[src/hdl/gate_ctrl_pkg.sv]
// constants shared by the isolator gate driver enable control
package gate_ctrl_pkg;

	// ------------------------------------------------------------
	// clock and charge pump timing
	// ------------------------------------------------------------
	localparam int CLK_HZ  = 100_000_000; // system clock rate
	localparam int PUMP_HZ = 62_500;      // pump switching rate
	localparam int PUMP_HALF_W = 10;
	// half period in cycles; the pump clock toggles once per half
	localparam logic [PUMP_HALF_W-1:0] PUMP_HALF_CNT =
		PUMP_HALF_W'(CLK_HZ / (2 * PUMP_HZ));

	// ------------------------------------------------------------
	// drivers
	// ------------------------------------------------------------
	localparam int NUM_DRV    = 5;
	localparam int DRV_PHASEA = 0;
	localparam int DRV_PHASEB = 1;
	localparam int DRV_PHASEC = 2;
	localparam int DRV_BRIDGE = 3;
	localparam int DRV_REVERSE = 4;

	// ------------------------------------------------------------
	// serial frame layout
	// ------------------------------------------------------------
	localparam int FRAME_BITS = 32;
	localparam int BITCNT_W   = 6;
	localparam logic [BITCNT_W-1:0] FRAME_BITS_CNT = 6'h20;
	localparam int ON_LSB     = 0;  // on commands, one bit per driver
	localparam int OFF_LSB    = 8;  // off commands, one bit per driver

	// ------------------------------------------------------------
	// register port
	// ------------------------------------------------------------
	localparam int ADDR_W = 4;
	localparam logic [ADDR_W-1:0] REG_CONFIG  = 4'h0;
	localparam logic [ADDR_W-1:0] REG_OCLEVEL = 4'h1;
	localparam logic [ADDR_W-1:0] REG_PULSE   = 4'h2;
	localparam logic [ADDR_W-1:0] REG_STATUS  = 4'h3;
	localparam logic [ADDR_W-1:0] REG_COMMAND = 4'h4;

	localparam int CFG_PUMP_BIT  = 0;
	localparam int CFG_TOPO_BIT  = 1;
	localparam int CFG_GATED_BIT = 2;
	localparam logic [2:0] CFG_RST = 3'h1;  // pump on, common source

	localparam logic [7:0] OCLEVEL_RST = 8'h00;
	localparam logic [7:0] PULSE_RST   = 8'h10;

	localparam int STAT_PEND_BIT = 5;
	localparam int STAT_PUMP_BIT = 6;

	typedef enum logic [0:0] {RX_IDLE, RX_SHIFT} rx_state_type;

endpackage : gate_ctrl_pkg

[src/hdl/serial_frame_rx.sv]
// serial command frame receiver: 32 bits msb first, checked at select release
`timescale 1ns/1ps
module serial_frame_rx (
	input  wire logic                                 clock,
	input  wire logic                                 nrst,
	input  wire logic                                 sck,
	input  wire logic                                 mosi,
	input  wire logic                                 cs_n,
	output logic                                      frame_valid,
	output logic [gate_ctrl_pkg::FRAME_BITS-1:0]      frame_word
);

	gate_ctrl_pkg::rx_state_type               state_r, state_nxt;
	logic                                      sck_r;
	logic [gate_ctrl_pkg::BITCNT_W-1:0]        cnt_r, cnt_nxt;
	logic [gate_ctrl_pkg::FRAME_BITS-1:0]      shift_r, shift_nxt;
	logic                                      valid_r, valid_nxt;
	logic [gate_ctrl_pkg::FRAME_BITS-1:0]      word_r, word_nxt;

	// ------------------------------------------------------------
	// frame assembly
	// ------------------------------------------------------------
	// count saturates one past a full frame so long frames are refused
	always_comb begin
		state_nxt = state_r;
		cnt_nxt   = cnt_r;
		shift_nxt = shift_r;
		valid_nxt = 1'b0;
		word_nxt  = word_r;
		case (state_r)
			gate_ctrl_pkg::RX_IDLE: begin
				if (!cs_n) begin
					state_nxt = gate_ctrl_pkg::RX_SHIFT;
					cnt_nxt   = '0;
				end
			end
			gate_ctrl_pkg::RX_SHIFT: begin
				if (cs_n) begin
					state_nxt = gate_ctrl_pkg::RX_IDLE;
					if (cnt_r == gate_ctrl_pkg::FRAME_BITS_CNT) begin
						valid_nxt = 1'b1;
						word_nxt  = shift_r;
					end
				end else if (sck && !sck_r) begin
					shift_nxt = {shift_r[gate_ctrl_pkg::FRAME_BITS-2:0], mosi};
					if (cnt_r <= gate_ctrl_pkg::FRAME_BITS_CNT)
						cnt_nxt = cnt_r + 1'b1;
				end
			end
			default: state_nxt = gate_ctrl_pkg::RX_IDLE;
		endcase
	end

	// state registers
	always_ff @(posedge clock or negedge nrst) begin
		if (!nrst) begin
			state_r <= gate_ctrl_pkg::RX_IDLE;
			sck_r   <= 1'b1;
			cnt_r   <= '0;
			shift_r <= '0;
			valid_r <= 1'b0;
			word_r  <= '0;
		end else begin
			state_r <= state_nxt;
			sck_r   <= sck;
			cnt_r   <= cnt_nxt;
			shift_r <= shift_nxt;
			valid_r <= valid_nxt;
			word_r  <= word_nxt;
		end
	end

	assign frame_valid = valid_r;
	assign frame_word  = word_r;

endmodule : serial_frame_rx

[src/hdl/gate_enable_ctrl.sv]
// enable latches, charge pump gating and register port for five gate drivers
//
// How it works
// - each of the five drivers has its own latched enable, uncoupled
// - reset clears every latched enable and command bit; all gates off
// - on bit 1 with off bit 0 sets the latch and raises the gate
// - on bit 0 with off bit 1 clears the latch and lowers the gate
// - equal on and off bits leave that driver's latch unchanged
// - command bits clear after use and always read back as zero
// - every driver's command pair is judged on its own in one frame
// - a commanded off acts at once, save the gated reverse case
// - gated reverse off waits until sensed current exceeds the set level
// - latched enables are readable as status bits
// - internal protection inputs may also clear the latched enables
// - clearing the pump enable bit stops the charge pump
// - sleep mode keeps the charge pump stopped regardless of enable
// - pump switches at 62.5 kHz derived from the system clock
// - a rising latch gives a pulse current phase, then hold current
// - common-drain setting inverts the reverse gate against its latch
// - topology bit 1 picks common drain; reset 0 is common source
// - a command is a 32-bit word, msb first on the data input
//
// The register offsets and the address-and-strobe port were decided locally.
`timescale 1ns/1ps
module gate_enable_ctrl (
	input  wire logic                                clock,
	input  wire logic                                nrst,
	input  wire logic                                sck,
	input  wire logic                                mosi,
	input  wire logic                                cs_n,
	input  wire logic [gate_ctrl_pkg::ADDR_W-1:0]    addr,
	input  wire logic [31:0]                         wdata,
	input  wire logic                                wr,
	input  wire logic                                rd,
	output logic [31:0]                              rdata,
	input  wire logic [7:0]                          sensed_current_monitor,
	input  wire logic [gate_ctrl_pkg::NUM_DRV-1:0]   protect_off,
	input  wire logic                                sleep_mode,
	output logic                                     phase_a_gate_out,
	output logic                                     phase_b_gate_out,
	output logic                                     phase_c_gate_out,
	output logic                                     bridge_gate_out,
	output logic                                     reverse_gate_out,
	output logic [gate_ctrl_pkg::NUM_DRV-1:0]        pulse_phase,
	output logic [gate_ctrl_pkg::NUM_DRV-1:0]        hold_phase,
	output logic                                     pump_clk
);

	localparam int N   = gate_ctrl_pkg::NUM_DRV;
	localparam int REV = gate_ctrl_pkg::DRV_REVERSE;

	// next state of one driver's latch from its command pair
	function automatic logic apply_pair(input logic on_bit,
		input logic off_bit, input logic cur);
		if (on_bit && !off_bit)
			return 1'b1;
		else if (off_bit && !on_bit)
			return 1'b0;
		else
			return cur;
	endfunction : apply_pair

	// ------------------------------------------------------------
	// serial command frames
	// ------------------------------------------------------------
	logic        frame_valid;
	logic [31:0] frame_word;
	logic [N-1:0] driver_on_command;
	logic [N-1:0] driver_off_command;

	serial_frame_rx rx (
		.clock       (clock),
		.nrst        (nrst),
		.sck         (sck),
		.mosi        (mosi),
		.cs_n        (cs_n),
		.frame_valid (frame_valid),
		.frame_word  (frame_word)
	);

	// command bits live only in the frame cycle, so nothing stays set
	assign driver_on_command  = frame_valid ?
		frame_word[gate_ctrl_pkg::ON_LSB +: N] : '0;
	assign driver_off_command = frame_valid ?
		frame_word[gate_ctrl_pkg::OFF_LSB +: N] : '0;

	// ------------------------------------------------------------
	// configuration registers
	// ------------------------------------------------------------
	logic [2:0]  cfg_r, cfg_nxt;
	logic [7:0]  oclevel_r, oclevel_nxt;
	logic [7:0]  pulse_len_r, pulse_len_nxt;
	logic        pump_enable_bit;
	logic        supply_topology_select;
	logic        current_gated_reverse_off;

	assign pump_enable_bit           = cfg_r[gate_ctrl_pkg::CFG_PUMP_BIT];
	assign supply_topology_select    = cfg_r[gate_ctrl_pkg::CFG_TOPO_BIT];
	assign current_gated_reverse_off = cfg_r[gate_ctrl_pkg::CFG_GATED_BIT];

	// writes to the config, level and pulse offsets; others are dropped
	always_comb begin
		cfg_nxt       = cfg_r;
		oclevel_nxt   = oclevel_r;
		pulse_len_nxt = pulse_len_r;
		if (wr) begin
			case (addr)
				gate_ctrl_pkg::REG_CONFIG:  cfg_nxt       = wdata[2:0];
				gate_ctrl_pkg::REG_OCLEVEL: oclevel_nxt   = wdata[7:0];
				gate_ctrl_pkg::REG_PULSE:   pulse_len_nxt = wdata[7:0];
				default: ;
			endcase
		end
	end

	always_ff @(posedge clock or negedge nrst) begin
		if (!nrst) begin
			cfg_r       <= gate_ctrl_pkg::CFG_RST;
			oclevel_r   <= gate_ctrl_pkg::OCLEVEL_RST;
			pulse_len_r <= gate_ctrl_pkg::PULSE_RST;
		end else begin
			cfg_r       <= cfg_nxt;
			oclevel_r   <= oclevel_nxt;
			pulse_len_r <= pulse_len_nxt;
		end
	end

	// ------------------------------------------------------------
	// latched enables
	// ------------------------------------------------------------
	logic [N-1:0] driver_latched_enable, latch_nxt;
	logic         rev_pending_r, rev_pending_nxt;
	logic         above_level;

	assign above_level = sensed_current_monitor > oclevel_r;

	// release of a held reverse off is judged first so that a fresh
	// frame in the same cycle still has the last word
	always_comb begin
		latch_nxt       = driver_latched_enable;
		rev_pending_nxt = rev_pending_r;
		if (rev_pending_r && (above_level || !current_gated_reverse_off)) begin
			latch_nxt[REV]  = 1'b0;
			rev_pending_nxt = 1'b0;
		end
		for (int i = 0; i < N; i++) begin
			latch_nxt[i] = apply_pair(driver_on_command[i],
				driver_off_command[i], latch_nxt[i]);
		end
		if (driver_on_command[REV] && !driver_off_command[REV])
			rev_pending_nxt = 1'b0;
		// gated mode: hold the reverse driver on until current exceeds the set level
		if (driver_off_command[REV] && !driver_on_command[REV] &&
			current_gated_reverse_off && driver_latched_enable[REV] &&
			!above_level) begin
			latch_nxt[REV]  = 1'b1;
			rev_pending_nxt = 1'b1;
		end
		latch_nxt = latch_nxt & ~protect_off;
		if (protect_off[REV])
			rev_pending_nxt = 1'b0;
	end

	always_ff @(posedge clock or negedge nrst) begin
		if (!nrst) begin
			driver_latched_enable <= '0;
			rev_pending_r         <= 1'b0;
		end else begin
			driver_latched_enable <= latch_nxt;
			rev_pending_r         <= rev_pending_nxt;
		end
	end

	// gates follow the latches; reverse flips in common drain
	assign phase_a_gate_out = driver_latched_enable[gate_ctrl_pkg::DRV_PHASEA];
	assign phase_b_gate_out = driver_latched_enable[gate_ctrl_pkg::DRV_PHASEB];
	assign phase_c_gate_out = driver_latched_enable[gate_ctrl_pkg::DRV_PHASEC];
	assign bridge_gate_out  = driver_latched_enable[gate_ctrl_pkg::DRV_BRIDGE];
	assign reverse_gate_out = driver_latched_enable[REV] ^
		supply_topology_select;

	// ------------------------------------------------------------
	// pulse and hold current phases
	// ------------------------------------------------------------
	logic [7:0] pulse_cnt_r [N];
	logic [7:0] pulse_cnt_nxt [N];

	// the length is sampled at the rising edge; later writes apply next time
	always_comb begin
		for (int i = 0; i < N; i++) begin
			if (latch_nxt[i] && !driver_latched_enable[i])
				pulse_cnt_nxt[i] = pulse_len_r;
			else if (!driver_latched_enable[i])
				pulse_cnt_nxt[i] = '0;
			else if (pulse_cnt_r[i] != '0)
				pulse_cnt_nxt[i] = pulse_cnt_r[i] - 8'h01;
			else
				pulse_cnt_nxt[i] = '0;
		end
	end

	always_ff @(posedge clock or negedge nrst) begin
		if (!nrst) begin
			for (int i = 0; i < N; i++)
				pulse_cnt_r[i] <= '0;
		end else begin
			for (int i = 0; i < N; i++)
				pulse_cnt_r[i] <= pulse_cnt_nxt[i];
		end
	end

	always_comb begin
		for (int i = 0; i < N; i++) begin
			pulse_phase[i] = driver_latched_enable[i] &&
				(pulse_cnt_r[i] != '0);
			hold_phase[i]  = driver_latched_enable[i] &&
				(pulse_cnt_r[i] == '0);
		end
	end

	// ------------------------------------------------------------
	// charge pump clock
	// ------------------------------------------------------------
	logic                                  pump_active;
	logic [gate_ctrl_pkg::PUMP_HALF_W-1:0] pump_div_r, pump_div_nxt;
	logic                                  pump_clk_r, pump_clk_nxt;

	assign pump_active = pump_enable_bit && !sleep_mode;

	// stopped pump parks low and restarts a full half period later
	always_comb begin
		pump_div_nxt = '0;
		pump_clk_nxt = 1'b0;
		if (pump_active) begin
			pump_clk_nxt = pump_clk_r;
			if (pump_div_r == gate_ctrl_pkg::PUMP_HALF_CNT - 1'b1) begin
				pump_clk_nxt = !pump_clk_r;
			end else begin
				pump_div_nxt = pump_div_r + 1'b1;
			end
		end
	end

	always_ff @(posedge clock or negedge nrst) begin
		if (!nrst) begin
			pump_div_r <= '0;
			pump_clk_r <= 1'b0;
		end else begin
			pump_div_r <= pump_div_nxt;
			pump_clk_r <= pump_clk_nxt;
		end
	end

	assign pump_clk = pump_clk_r;

	// ------------------------------------------------------------
	// register reads, data one cycle after the strobe
	// ------------------------------------------------------------
	logic [31:0] rdata_r, rdata_nxt;

	always_comb begin
		rdata_nxt = '0;
		if (rd) begin
			case (addr)
				gate_ctrl_pkg::REG_CONFIG:  rdata_nxt[2:0] = cfg_r;
				gate_ctrl_pkg::REG_OCLEVEL: rdata_nxt[7:0] = oclevel_r;
				gate_ctrl_pkg::REG_PULSE:   rdata_nxt[7:0] = pulse_len_r;
				gate_ctrl_pkg::REG_STATUS: begin
					rdata_nxt[N-1:0] = driver_latched_enable;
					rdata_nxt[gate_ctrl_pkg::STAT_PEND_BIT] = rev_pending_r;
					rdata_nxt[gate_ctrl_pkg::STAT_PUMP_BIT] = pump_active;
				end
				gate_ctrl_pkg::REG_COMMAND: rdata_nxt = '0;
				default: rdata_nxt = '0;
			endcase
		end
	end

	always_ff @(posedge clock or negedge nrst) begin
		if (!nrst)
			rdata_r <= '0;
		else
			rdata_r <= rdata_nxt;
	end

	assign rdata = rdata_r;
endmodule : gate_enable_ctrl

[config.mk]
export PLATFORM = sky130hd
export DESIGN_NAME = gate_enable_ctrl
export DESIGN_NICKNAME = d
export VERILOG_FILES = /design/src/hdl/gate_ctrl_pkg.sv /design/src/hdl/serial_frame_rx.sv /design/src/hdl/gate_enable_ctrl.sv
export SDC_FILE = /design/constraint.sdc
export NUM_CORES = 1
export LEC_CHECK = 0
export ABC_AREA = 1
export ABC_CLOCK_PERIOD_IN_PS = 4370
export BUFFER_PORTS_ARGS = -buffer_cell sky130_fd_sc_hd__buf_2
export CAP_MARGIN = 15
export CORE_MARGIN = 2
export CORE_UTILIZATION = 61
export CTS_CLUSTER_DIAMETER = 60
export DETAILED_ROUTE_END_ITERATION = 10
export PLACE_DENSITY = 0.92
export SYNTH_ARGS = -nofsm -noshare
export SYNTH_HDL_FRONTEND = slang
export SYNTH_HIERARCHICAL = 1
export SYNTH_SLANG_ARGS = --single-unit
[constraint.sdc]
create_clock -name clock -period 4.37 [get_ports clock]
set_input_delay 0.2185 -clock clock [delete_from_list [all_inputs] [get_ports clock]]
set_output_delay 0.2185 -clock clock [all_outputs]
set_load 0.005 [all_outputs]
==> results.py <==
metrics = {
    "power": {
        "p_total_mw": 2.941,
        "peakVddDrop_mv": 0.2679,
        "p_int_mw": 2.180,
        "p_sw_share_pct": 25.86,
        "power_density_nw_per_um2": 415.8,
        "power.leakage_nw": 3.687,
        "p_seq_share_pct": 40.9,
        "clock_power_share_pct": 49.5,
        "combPwrFrac_pct": 9.6,
        "p_switching_mw": 0.7606,
    },
    "global_routing": {
        "grt_max_degree": 79,
        "track_usage_pct": 27.36,
        "grt_pass1_vias": 5022,
        "antenna_found_initial": 0,
        "grt_overflow": 0,
        "grt_first_pass_wirelength_mm": 23.43,
    },
    "timing": {
        "min_period_ps": 2195,
        "fin_skew_ps": 8.841,
        "grt_setup_unrepaired": "false",
        "timing.fmax_mhz": 455.5,
        "fin_ws_ps": 2175,
        "tns_ps": 0,
        "fin_crit_sh_pct": 50.24,
        "hold_violations": 0,
        "drv_slew": 0,
        "tightest_slew_ps": 968.8,
        "setup_viol": 0,
        "max_slew_margin_pct": 35.41,
    },
    "layout": {
        "layout_common_cells": "nand2_1, inv_1, dfrtp_1",
        "final_common_cell": "nand2_1",
        "layout.nets": 851,
        "layout-drive-gt1-share_pct": 15.27,
        "diodes": 0,
        "area_delta_synth_final_pct": 16.10,
    },
    "cts": {
        "root_buffer": "clkbuf_8",
        "insertion_delay_ps": 530,
        "h-tree-depth": 4,
        "clock-sinks": 116,
        "clk_pin_slew_ps": 60,
        "tritoncts": "yes",
        "clock_path_buffers": 2,
        "cts_inserted_buffers": 17,
        "post_cts_resized": 0,
    },
    "run_status": {
        "status": "completed",
    },
    "synth": {
        "synthCells": 701,
        "yosysWarnings": 6,
        "netlist_area_sq_um": 6092,
        "avgSynthCellArea_sq_um": 8.691,
    },
    "route": {
        "wl_mm": 14.36,
        "vias": 5082,
        "dr.pass1.iters": 6,
        "drt_iter0_markers": 361,
        "drcViolationCount": 0,
        "ant_nets": 0,
        "via_per_inst": 5.530,
        "wire_per_inst_um": 15.63,
    },
    "run": {
        "maxCapViolations": 0,
    },
    "die": {
        "rows": 36,
        "die_w_um": 103.9,
        "num_io_pins": 105,
        "initial_core_util_pct": 62.62,
        "core_sq_um": 9729,
        "die_h_um": 103.9,
        "dieArea_sq_um": 10800,
    },
    "placed_design": {
        "dp_slack_ps": 2437,
        "place.gp.congestion": 0.9096,
        "hpwl_mm": 9.396,
        "io_buffers": 56,
    },
    "critical_path": {
        "cp_max_fo": 9,
        "crit_arrival_ps": 1980,
        "crit_type": "flop to output port",
        "end_kind": "output port",
        "crit_required_ps": 4150,
        "cp-start-kind": "flop",
    },
    "min_path": {
        "hold_class": "input pin to flop",
    },
}
## critical path, stage by stage, from the launching register on
cell,delay (ps)
dfrtp_1,370
inv_1,140
ha_1,170
inv_1,40
nor4_1,330
nor2_1,220
buf_2,190
## area by class of cell
class                      count  area [sq um]
tap                          133         166.4
fill                         650          2656
clock buffer                  18         427.9
inverter                     116         437.9
multi-input combinational    449          2484
timing repair buffer          73         450.4
sequential                   116          2907
clock inverter                14         200.2
## power groups by stage
stage                     logic, mW  registers (mW)  clock network [mW]
after floorplan               0.178            1.20                   0
after global placement        0.240            1.21                   0
after CTS                     0.274            1.20                1.47
final                         0.282            1.20                1.46
after detailed placement      0.259            1.21                   0
after global routing          0.314            1.21                1.52
## registers in the layout (all words and copies together) (netlist names), 3 cells and up
name	count
pulse_cnt_r	40
rx/shift_r	13
pump_div_r	10
rx/frame_word	10
oclevel_r	8
pulse_len_r	8
rdata	8
rx/cnt_r	6
driver_latched_enable	5
cfg_r	3
## per-layer routing
layer | vias to the layer above | track usage [%] | share of wire [%]
li1 | 2370 | - | -
met1 | 2425 | 31.74 | 40
met2 | 235 | 47.23 | 51
met3 | 52 | 7.331 | 6.4
met4 | 0 | 12.93 | 3.3
met5 | - | 0 | 0
## per-stage QoR
stage	cell area (sq um)	util (%)	instances	hold slack (ps)
after floorplan	6178	-	724	-77.09
after global placement	6285	64.60	871	335.0
after detailed placement	6285	64.60	871	337.0
after CTS	7073	72.70	919	9.483
after global routing	7073	72.70	919	32.37
final	7073	72.70	919	23.10
## repair_timing
item,CTS,global route
buffers inserted,0,0
hold endpoints to repair,95,0
hold buffers,16,0
## path summary, 6_finish.rpt
path	cells after the start	to	start	slack [ps]
setup / recovery	6	pulse_phase[4]	pulse_cnt_r[0]	2170
hold / removal	4	rdata[7]	addr[0]	20
setup reg to reg	11	pulse_cnt_r[4]	oclevel_r[7]	2330
hold reg to reg	1	pump_div_r[0]	pump_div_r[0]	470
max in group asynchronous	3	pulse_cnt_r[17]	nrst	2900
min in group asynchronous	2	oclevel_r[1]	nrst	400
(Power assumes the default switching activity.)
